### src/hdl/cscv_pkg.sv
/*
 clock source configuration package: register offsets, field positions,
 reset values, power modes and calibration states.
 assumes a register port with a 10-bit address and 8-bit data.
*/
`default_nettype none
package cscv_pkg;
    localparam int           ADDR_W        = 10;
    localparam int           DATA_W        = 8;
    localparam logic [9:0]   OFS_PLL_PWR   = 10'h010;
    localparam logic [9:0]   OFS_VCO_CAL   = 10'h018;
    localparam logic [9:0]   OFS_REF_EN    = 10'h01C;
    localparam logic [9:0]   OFS_VCO_DIV   = 10'h1E0;
    localparam logic [9:0]   OFS_SRC_SEL   = 10'h1E1;
    localparam logic [9:0]   OFS_UPDATE    = 10'h232;
    localparam logic [9:0]   OFS_NVM_CTRL  = 10'h0B2;
    localparam logic [7:0]   RST_PLL_PWR   = 8'h01;
    localparam logic [7:0]   RST_VCO_CAL   = 8'h00;
    localparam logic [7:0]   RST_REF_EN    = 8'h00;
    localparam logic [7:0]   RST_VCO_DIV   = 8'h00;
    localparam logic [7:0]   RST_SRC_SEL   = 8'h00;
    localparam int           BIT_CAL       = 0;
    localparam int           BIT_UPDATE    = 0;
    localparam int           BIT_BYPASS    = 0;
    localparam int           BIT_VCO_SEL   = 1;
    localparam int           BIT_NVM_STORE = 0;
    localparam int           BIT_NVM_LOAD  = 1;
    localparam int           BIT_POLARITY  = 7;
    localparam logic [1:0]   PWR_NORMAL    = 2'h0;
    localparam logic [1:0]   PWR_ASYNC_OFF = 2'h1;
    localparam int           CAL_CYCLES    = 64;
    localparam int           NVM_WORDS     = 5;

    typedef struct packed {
        logic [7:0] pllPwr;
        logic [7:0] vcoCal;
        logic [7:0] refEn;
        logic [7:0] vcoDiv;
        logic [7:0] srcSel;
    } cscv_cfg_t;

    typedef enum logic [1:0] {
        CAL_IDLE = 2'b00,
        CAL_RUN  = 2'b01,
        CAL_DONE = 2'b10
    } cscv_cal_t;

    localparam cscv_cfg_t CFG_RESET = '{RST_PLL_PWR, RST_VCO_CAL, RST_REF_EN,
                                        RST_VCO_DIV, RST_SRC_SEL};
endpackage
`default_nettype wire

### src/hdl/cscv_clock_source_config.sv
/*
 clock source configuration and vco calibration control.
 holds buffered and active register banks, commits on the update strobe,
 decodes power mode and source path, sequences calibration, and saves or
 restores the active configuration through the nonvolatile store.
 assumes a synchronous register port on clk_sys, one access per cycle.
*/
`timescale 1ns/1ps
`default_nettype none
//////////////////////////////////////////////////////////////////////////////
module cscv_clock_source_config
    import cscv_pkg::*;
#(
    parameter int CAL_LEN = CAL_CYCLES
)
(
    input  wire logic              clk_sys,
    input  wire logic              reset,
    input  wire logic              regWr,
    input  wire logic              regRd,
    input  wire logic [ADDR_W-1:0] regAddr,
    input  wire logic [DATA_W-1:0] regWdata,
    output logic      [DATA_W-1:0] regRdata,
    output logic                   regRvalid,
    output logic                   pllPowerOn,
    output logic                   pllPowerDown,
    output logic      [1:0]        pllPowerMode,
    output logic                   pfdNegative,
    output logic                   srcInternalVco,
    output logic                   vcoDivBypass,
    output logic      [2:0]        vcoDivRatio,
    output logic      [2:0]        refInputEn,
    output logic                   calBusy,
    output logic                   calDone
);
    // the cap keeps every run length inside the 13-bit run counter
    localparam int CAL_MAX = 4096;
    if (CAL_LEN < 1 || CAL_LEN > CAL_MAX) begin : g_cal_len_check
        $error("CAL_LEN out of range");
    end

    //////////////////////////////////////////////////////////////////////////
    // register banks
    cscv_cfg_t shadowQ;
    cscv_cfg_t shadowD;
    cscv_cfg_t activeQ;
    cscv_cfg_t activeD;
    cscv_cal_t calStateQ;
    cscv_cal_t calStateD;
    logic [12:0] calCntQ;
    logic [12:0] calCntD;

    // read port and restore handshake
    logic [DATA_W-1:0] rdataQ;
    logic              rvalidQ;
    logic              loadPendQ;
    cscv_cfg_t         nvmData;
    logic              nvmValid;

    // address compare, shared by write decode and readback
    function automatic logic hit(input logic [ADDR_W-1:0] a, input logic [ADDR_W-1:0] o);
        return a == o;
    endfunction

    wire logic wrUpdate = regWr && hit(regAddr, OFS_UPDATE) && regWdata[BIT_UPDATE];
    wire logic wrNvm    = regWr && hit(regAddr, OFS_NVM_CTRL);
    wire logic nvmStore = wrNvm && regWdata[BIT_NVM_STORE];
    wire logic nvmLoad  = wrNvm && regWdata[BIT_NVM_LOAD];
    wire logic calBitNew = activeD.vcoCal[BIT_CAL];
    wire logic calBitOld = activeQ.vcoCal[BIT_CAL];
    // rising cal bit at commit starts a run; a held one does not re-arm
    wire logic calStart = wrUpdate && calBitNew && !calBitOld;

    //////////////////////////////////////////////////////////////////////////
    // buffered writes; shadow follows register port
    // restore also reloads the shadow so a later strobe cannot bring back stale values
    always_comb begin
        shadowD = shadowQ;
        if (regWr) begin
            if (hit(regAddr, OFS_PLL_PWR)) shadowD.pllPwr = regWdata;
            if (hit(regAddr, OFS_VCO_CAL)) shadowD.vcoCal = regWdata;
            if (hit(regAddr, OFS_REF_EN))  shadowD.refEn  = regWdata;
            if (hit(regAddr, OFS_VCO_DIV)) shadowD.vcoDiv = regWdata;
            if (hit(regAddr, OFS_SRC_SEL)) shadowD.srcSel = regWdata;
        end
        if (loadPendQ) shadowD = nvmData;
    end

    // a restore outranks a strobe that lands in the same cycle
    // active bank changes only on update strobe or restore
    always_comb begin
        activeD = activeQ;
        if (wrUpdate) activeD = shadowQ;
        if (loadPendQ) activeD = nvmData;
    end

    always_ff @(posedge clk_sys) begin
        if (reset) begin
            shadowQ <= CFG_RESET;
            activeQ <= CFG_RESET;
        end else begin
            shadowQ <= shadowD;
            activeQ <= activeD;
        end
    end

    always_ff @(posedge clk_sys) begin
        if (reset) begin
            loadPendQ <= 1'b0;
        end else begin
            loadPendQ <= nvmLoad && nvmValid;
        end
    end

    //////////////////////////////////////////////////////////////////////////
    // calibration sequencer
    // a clearing commit during a run is ignored; the run always completes
    always_comb begin
        calStateD = calStateQ;
        calCntD   = calCntQ;
        unique case (calStateQ)
            CAL_IDLE, CAL_DONE: begin
                if (calStart) begin
                    calStateD = CAL_RUN;
                    calCntD   = 13'(CAL_LEN - 1);
                end else if (wrUpdate && !calBitNew) begin
                    calStateD = CAL_IDLE;
                end
            end
            CAL_RUN: begin
                // counts down from CAL_LEN-1, so busy stands CAL_LEN cycles
                if (calCntQ == 13'h0000) begin
                    calStateD = CAL_DONE;
                end else begin
                    calCntD = calCntQ - 13'h0001;
                end
            end
            default: calStateD = CAL_IDLE;
        endcase
    end

    always_ff @(posedge clk_sys) begin
        if (reset) begin
            calStateQ <= CAL_IDLE;
            calCntQ   <= 13'h0000;
        end else begin
            calStateQ <= calStateD;
            calCntQ   <= calCntD;
        end
    end

    //////////////////////////////////////////////////////////////////////////
    // nonvolatile store
    // the active bank is saved; reset clears the valid flag, so it cannot be restored after power-up
    cscv_nvm u_nvm (
        .clk_sys   (clk_sys),
        .reset     (reset),
        .store     (nvmStore),
        .storeData (activeQ),
        .loadData  (nvmData),
        .valid     (nvmValid)
    );

    //////////////////////////////////////////////////////////////////////////
    // readback of buffered values; status at the store control offset
    // the update strobe is not stored, so its offset reads as zero
    wire logic [DATA_W-1:0] rdMux =
        hit(regAddr, OFS_PLL_PWR)  ? shadowQ.pllPwr :
        hit(regAddr, OFS_VCO_CAL)  ? shadowQ.vcoCal :
        hit(regAddr, OFS_REF_EN)   ? shadowQ.refEn  :
        hit(regAddr, OFS_VCO_DIV)  ? shadowQ.vcoDiv :
        hit(regAddr, OFS_SRC_SEL)  ? shadowQ.srcSel :
        hit(regAddr, OFS_NVM_CTRL) ? {5'h00, calStateQ == CAL_DONE,
                                      calStateQ == CAL_RUN, nvmValid} :
        8'h00;

    always_ff @(posedge clk_sys) begin
        if (reset) begin
            rdataQ  <= 8'h00;
            rvalidQ <= 1'b0;
        end else begin
            rdataQ  <= regRd ? rdMux : 8'h00;
            rvalidQ <= regRd;
        end
    end

    //////////////////////////////////////////////////////////////////////////
    // decoded controls from the active bank
    assign pllPowerMode   = activeQ.pllPwr[1:0];
    assign pllPowerOn     = activeQ.pllPwr[1:0] == PWR_NORMAL;
    // the analog block takes this without a clock edge
    assign pllPowerDown   = activeQ.pllPwr[1:0] == PWR_ASYNC_OFF;
    assign pfdNegative    = activeQ.pllPwr[BIT_POLARITY];
    assign srcInternalVco = activeQ.srcSel[BIT_VCO_SEL];
    assign vcoDivBypass   = activeQ.srcSel[BIT_BYPASS];
    assign vcoDivRatio    = activeQ.vcoDiv[2:0];
    assign refInputEn     = activeQ.refEn[2:0];

    assign calBusy        = calStateQ == CAL_RUN;
    assign calDone        = calStateQ == CAL_DONE;

    assign regRdata       = rdataQ;
    assign regRvalid      = rvalidQ;
endmodule
`default_nettype wire

### src/hdl/cscv_nvm.sv
/*
 nonvolatile store model: holds one saved configuration word.
 assumes store and load are one-cycle pulses on clk_sys.
*/
`timescale 1ns/1ps
`default_nettype none
module cscv_nvm
    import cscv_pkg::*;
(
    input  wire logic      clk_sys,
    input  wire logic      reset,
    input  wire logic      store,
    input  wire cscv_cfg_t storeData,
    output cscv_cfg_t      loadData,
    output logic           valid
);
    // contents survive reset; only the valid flag and output follow it
    cscv_cfg_t memQ [NVM_WORDS / NVM_WORDS];
    logic      validQ;

    always_ff @(posedge clk_sys) begin
        if (store) begin
            memQ[0] <= storeData;
        end
    end

    always_ff @(posedge clk_sys) begin
        if (reset) begin
            validQ <= 1'b0;
        end else if (store) begin
            validQ <= 1'b1;
        end
    end

    assign loadData = validQ ? memQ[0] : CFG_RESET;
    assign valid    = validQ;
endmodule
`default_nettype wire

### config.mk
export PLATFORM = sky130hd
export DESIGN_NAME = cscv_clock_source_config
export DESIGN_NICKNAME = d
export VERILOG_FILES = /design/src/hdl/cscv_pkg.sv /design/src/hdl/cscv_clock_source_config.sv /design/src/hdl/cscv_nvm.sv
export SDC_FILE = /design/constraint.sdc
export NUM_CORES = 1
export LEC_CHECK = 0
export BUFFER_PORTS_ARGS = -buffer_cell sky130_fd_sc_hd__buf_2
export CAP_MARGIN = 25
export CORE_AREA = 3 3 103 105
export DETAILED_ROUTE_END_ITERATION = 7
export DIE_AREA = 0 0 106 108
export GPL_ROUTABILITY_DRIVEN = 0
export HOLD_SLACK_MARGIN = 0.1
export PLACE_DENSITY = 0.82
export RECOVER_POWER = 100
export SLEW_MARGIN = 5
export SYNTH_ARGS = -nofsm -noshare
export SYNTH_HDL_FRONTEND = slang
export SYNTH_SLANG_ARGS = --single-unit
### constraint.sdc
create_clock -name clk_sys -period 10.1 [get_ports clk_sys]
set_input_delay 1.515 -clock clk_sys [delete_from_list [all_inputs] [get_ports clk_sys]]
set_output_delay 1.515 -clock clk_sys [all_outputs]
set_load 0.01 [all_outputs]
==> impl_metrics.ini, run 1 <==
[grt]
overflow = 0
antenna_found_initial = 0
grt_pass1_wl_um = 25000
grt_pass1_vias = 5027
grt_start_max_net_pins = 69
grt_util_all_layers_pct = 28.1

[pwr]
ir_worst_vdd_mv = 0.118
leakagePower_nw = 2.99
internal_power_mw = 1.01
combPwrFrac_pct = 2.3
power_frac_seq_pct = 47.1
p_per_area_nw_per_um2 = 183
p_switching_mw = 0.264
power_frac_clock_pct = 50.6
swShare_pct = 20.8

[final_layout]
synthToLayoutAreaGrowth_pct = 12.6
nNetsFinal = 677
post_route_cells_drive_above_1_share_pct = 9.90
antennaDiodeCount = 0

[timing]
slew_headroom_pct = -116
finalMaxSlewViolations = 117
rsz0062_at_grt = no
setup_slack_ns = 4.57
tns_ns = 0
tightest_slew_ns = 3.25
finalCritPeriodShare_pct = 54.8
finalHoldViolations = 0
max_freq_ghz = 0.181
finalSetupViolations = 0
period_needed_ns = 5.53
skew_ns = 0.00907

[routing]
highest_layer = met4
drc = 0
wl_um = 15600
wl_met2_um = 7190
via_per_inst = 6.39
vias = 5113
drt_iter0_drc = 431
wl_met1_um = 6470
postRouteAntennaNets = 0
firstDrtPassIters = 6
dr_wl_met3_um = 1440
post_drt_wl_per_cell_um = 19.5

[floorplanning]
dieArea_um2 = 11400
num_rows = 36
die_w_um = 106
dieHeight_um = 108
floorplan.initialDensity_pct = 63.3
boundaryPins = 46
core_area_um2 = 9730

[clock_tree]
cts_resized = 0
cts_buffer_depth = 2
cts_tree = yes
root_buffer = clkbuf_8
path_clk_slew_ns = 0.06
cts_inserted_buffers = 17
cts_num_sinks = 146
hold_buffers = 0
insertion_delay_ns = 0.54
htree_num_levels = 4
postCtsSetupBuffers = 0

[status]
status = complete, but fails checks
violations = capacitance limit, slew limit

[setup_path]
crit_fanout = 68
critPathKind = in2reg
crit_arrival_ns = 5.95
endpoint_kind = register
crit_buf_inv = 4
crit_family = buffers and inverters
startpoint_type = input port
r2r_slack_ns = 7.17
path_cells = buf_2 -> clkbuf_1 -> inv_1 -> clkbuf_1 -> o211a_1
crit_slowest_cell = clkbuf_1
required_ns = 10.52
cpMostUsedCell = clkbuf_1
max_stage_delay_ns = 2.27

[logic_synthesis]
synth_top_flop_cell = dfxtp_1
synth_cell_types = 56
syn_area_per_cell_um2 = 9.75
syn_inst = 631
syn_nets = 654
ys_seq_elements = 146
ys_seq_area_share_pct = 54.0
yosysWarnings = 0
mappedNetlistArea_um2 = 6150
async_flop_share_pct = 0
synth_edf_count = 40

[min_path]
hp-class = reg2reg

[placed_design]
dp.final_hpwl_um = 9680
portBuffers = 45
dp_slack_ns = 6.21

[run]
drv_cap = 3
-- stage by stage --
step	area, um^2	hold slack (ns)	instances	power (mW)	utilization, %
final	6930	0.425	800	1.27	71.2
after global routing	6930	0.437	800	1.30	71.2
after CTS	7030	0.424	800	1.28	72.2
after detailed placement	6420	0.416	768	0.641	66.0
after global placement	6390	0.411	767	0.639	65.7
after floorplan	6150	0.408	631	0.627	-
-- flip-flops by register name, summed over array words and instances, names as in the netlist --
signal          cells
activeQ            29
calCntQ            13
calStateQ           2
loadPendQ           1
pfdNegative         1
pllPowerMode        2
refInputEn          3
regRdata            8
regRvalid           1
shadowQ            40
srcInternalVco      1
u_nvm.memQ         40
u_nvm.valid         1
vcoDivBypass        1
vcoDivRatio         3
-- layout by cell type, fill, tap and decap left out, drive strengths merged, types with 3 or more instances in the layout --
master / synthesis / layout
nor2: 80 / 80
and2: 10 / 10
clkinvlp: 0 / 4
o22ai: 15 / 15
nor3b: 3 / 3
nor4: 6 / 6
mux2i: 17 / 17
a22oi: 8 / 8
mux2: 5 / 5
a21oi: 66 / 66
a311oi: 15 / 15
nand2: 51 / 51
dfxtp: 106 / 106
edfxtp: 40 / 40
clkinv: 0 / 6
nor3: 10 / 10
nand4: 4 / 4
inv: 5 / 5
bufinv: 0 / 4
buf: 16 / 26
o21ai: 35 / 35
o211a: 31 / 31
o21a: 7 / 7
nor2b: 8 / 8
a211oi: 5 / 5
nand3: 4 / 4
a31oi: 6 / 6
nand2b: 14 / 14
clkbuf: 35 / 47
and3: 3 / 3
-- cells by family (layout without fill, tap and decap cells) --
kind of cell / Yosys count / after routing / synth area share, %
mux: 22 / 22 / 3.68
xor+xnor: 1 / 1 / 0.142
simple gates: 205 / 205 / 16.3
compound gates: 200 / 200 / 21.6
flops: 146 / 146 / 54.0
fa+ha+maj: 1 / 1 / 0.203
buf+inv: 56 / 92 / 4.00
-- metal layers --
layer	GRT usage (%)	vias to the layer above
li1	-	2350
met1	36.3	2409
met2	44.4	300
met3	6.75	54
met4	14.5	0
met5	0	-
-- area by class of cell --
cell class,count,area [um^2]
Multi-Input combinational cell,429,2560
Tap cell,133,166
Sequential cell,146,3320
Fill cell,741,2800
Inverter,5,18.8
Clock inverter,14,190
Timing Repair Buffer,55,254
Clock buffer,18,418
-- cell usage after synthesis (2+ instances only) --
| master | number | area share [%] |
|---|---|---|
| a21oi_1 | 66 | 5.4 |
| o21a_1 | 7 | 0.85 |
| nor2b_1 | 8 | 0.81 |
| or4_1 | 2 | 0.24 |
| clkbuf_1 | 35 | 2.1 |
| buf_2 | 2 | 0.16 |
| buf_1 | 5 | 0.30 |
| o211a_1 | 31 | 5.0 |
| o22a_1 | 2 | 0.28 |
| nand2_1 | 50 | 3.0 |
| a31oi_1 | 6 | 0.61 |
| nor2_1 | 79 | 4.8 |
| edfxtp_1 | 40 | 20 |
| nor3b_1 | 2 | 0.24 |
| nand2b_1 | 14 | 1.4 |
| and2_1 | 10 | 1.0 |
| a211oi_1 | 5 | 0.61 |
| o22ai_1 | 15 | 1.5 |
| nor4_1 | 5 | 0.51 |
| buf_4 | 9 | 1.1 |
| nor3_1 | 10 | 0.81 |
| and3_1 | 3 | 0.30 |
| mux2_2 | 5 | 0.91 |
| a21boi_0 | 2 | 0.24 |
| dfxtp_1 | 106 | 34 |
| inv_1 | 5 | 0.30 |
| a22oi_1 | 8 | 0.98 |
| o21ai_0 | 35 | 2.8 |
| nand3_1 | 4 | 0.33 |
| mux2i_1 | 17 | 2.8 |
| and4b_1 | 2 | 0.33 |
| nand4_1 | 3 | 0.30 |
| a311oi_1 | 15 | 2.1 |
-- worst paths after layout --
check | start | to | cells past startpoint
worst min register to register | activeQ[7] | u_nvm.memQ[0][7] | 0
worst min-delay path | activeQ[7] | u_nvm.memQ[0][7] | 0
worst max register to register | loadPendQ | calCntQ[6] | 6
worst max-delay path | reset | activeQ[34] | 5
-- power groups by stage --
stage / clock network, mW / registers, mW / logic (mW)
2_1_floorplan: 0 / 0.611 / 0.0157
3_3_place_gp: 0 / 0.611 / 0.0275
3_5_place_dp: 0 / 0.611 / 0.0297
4_1_cts: 0.648 / 0.598 / 0.0299
5_1_grt: 0.671 / 0.598 / 0.0306
6_report: 0.643 / 0.598 / 0.0288
Power figures use the tool's default switching activity.
==> run 2, diff against run 1 <==
CORE_AREA = 3 3 106 108   (was 3 3 103 105)
DIE_AREA = 0 0 109 111   (was 0 0 106 108)
PLACE_DENSITY = 0.78   (was 0.82)
clock period = 5.2 ns   (was 10.1 ns; I/O delays follow)
==> impl_metrics.ini, run 2 (synthesized netlist as in run 1, its figures left out) <==
[setup_path]
max_stage_delay_ns = 1.32
crit_arrival_ns = 4.03
crit_fanout = 37
crit_family = buffers and inverters
path_cells = clkbuf_1 -> clkbuf_1 -> or2_0 -> o22ai_1
crit_slowest_cell = clkbuf_1
cpMostUsedCell = clkbuf_1
endpoint_kind = register
startpoint_type = input port
required_ns = 5.54
critPathKind = in2reg
crit_buf_inv = 2

[grt]
grt_pass1_vias = 4808
overflow = 0
grt_pass1_wl_um = 24500
grt_util_all_layers_pct = 26.1
antenna_found_initial = 0
grt_start_max_net_pins = 45

[clock_tree]
htree_num_levels = 4
cts_resized = 0
cts_inserted_buffers = 17
cts_num_sinks = 146
hold_buffers = 0
root_buffer = clkbuf_8
cts_tree = yes
insertion_delay_ns = 0.53
cts_buffer_depth = 2
path_clk_slew_ns = 0.06
postCtsSetupBuffers = 0

[pwr]
ir_worst_vdd_mv = 0.201
leakagePower_nw = 2.99
p_per_area_nw_per_um2 = 343

[final_layout]
antennaDiodeCount = 0
regArea_um2 = 3320
fill_cells = 789
most-common-layout-cells = 106 x dfxtp_1, 79 x nor2_1, 66 x a21oi_1
reg.largest.list = shadowQ: 40 flops, u_nvm.memQ: 40 flops, activeQ: 29 flops
mostFrequentLayoutCell = dfxtp_1
nNetsFinal = 677
post_route_cells_drive_above_1_share_pct = 10.2
multiInputGateArea_um2 = 2590
synthToLayoutAreaGrowth_pct = 12.5

[min_path]
hp-class = reg2reg

[timing]
rsz0062_at_grt = no
period_needed_ns = 3.68
finalSetupViolations = 0
hold_ws_ns = 0.430
finalMaxSlewViolations = 80
tns_ns = 0
finalHoldViolations = 0
skew_ns = 0.00537
tightest_slew_ns = 1.72
finalCritPeriodShare_pct = 70.8
max_freq_ghz = 0.272
slew_headroom_pct = -14.8

[status]
violations = capacitance limit, slew limit
status = complete, but fails checks

[placed_design]
portBuffers = 45
dp.final_hpwl_um = 9880

[routing]
firstDrtPassIters = 7
vias = 5044
post_drt_wl_per_cell_um = 19.0
postRouteAntennaNets = 0
via_per_inst = 6.28
wl_um = 15200
drc = 0
drt_iter0_drc = 486

[floorplanning]
floorplan.initialDensity_pct = 59.6
boundaryPins = 46
num_rows = 37
die_w_um = 109
core_area_um2 = 10300
dieArea_um2 = 12100
dieHeight_um = 111

[run]
drv_cap = 3
==> run 2: final timing paths <==
check | start | to | slack, ns | cells past startpoint
worst min-delay path | activeQ[4] | u_nvm.memQ[0][4] | 0.43 | 0
worst min register to register | activeQ[4] | u_nvm.memQ[0][4] | 0.43 | 0
worst max-delay path | reset | activeQ[24] | 1.52 | 4
worst max register to register | loadPendQ | calCntQ[6] | 1.77 | 6
==> run 2: stage by stage <==
step,std cells,power [mW],utilization (%),area [um^2],setup WS (ns)
2_1_floorplan,631,1.22,-,6150,1.52
3_3_place_gp,769,1.24,61.9,6390,1.91
3_5_place_dp,771,1.24,62.1,6410,1.85
4_1_cts,803,2.38,67.5,6970,2.41
5_1_grt,803,2.44,67.1,6920,1.30
6_report,803,2.37,67.1,6920,1.52
==> run 2: cell type report <==
class / count / area share, %
Multi-Input combinational cell: 429 / 37.4
Timing Repair Buffer: 55 / 3.81
Sequential cell: 146 / 48.0
Inverter: 5 / 0.271
Tap cell: 136 / 2.46
Clock buffer: 19 / 6.09
Clock inverter: 13 / 1.99
==> run 2: power breakdown <==
part | leakage [nW] | internal (mW) | switching [mW]
clock | 0.256 | 0.681 | 0.473
sequential | 1.30 | 1.16 | 0.000277
combinational | 1.43 | 0.0158 | 0.0414
==> run 2: per-layer routing <==
metal / routed length [um] / up-vias / GRT usage, %
met5: 0 / - / 0
met4: 460 / 0 / 11.2
met3: 1330 / 40 / 7.05
met2: 6980 / 260 / 39.2
met1: 6450 / 2385 / 35.3
li1: - / 2359 / -
==> run 2: worst reg2reg max path, cell delays in order, from the launching register on <==
cell and delay [ns]:
dfxtp_1 0.53, clkbuf_1 1.26, and2_0 0.30, a21oi_1 0.12
or4_1 0.61, nand2_1 0.30, a311oi_1 0.14
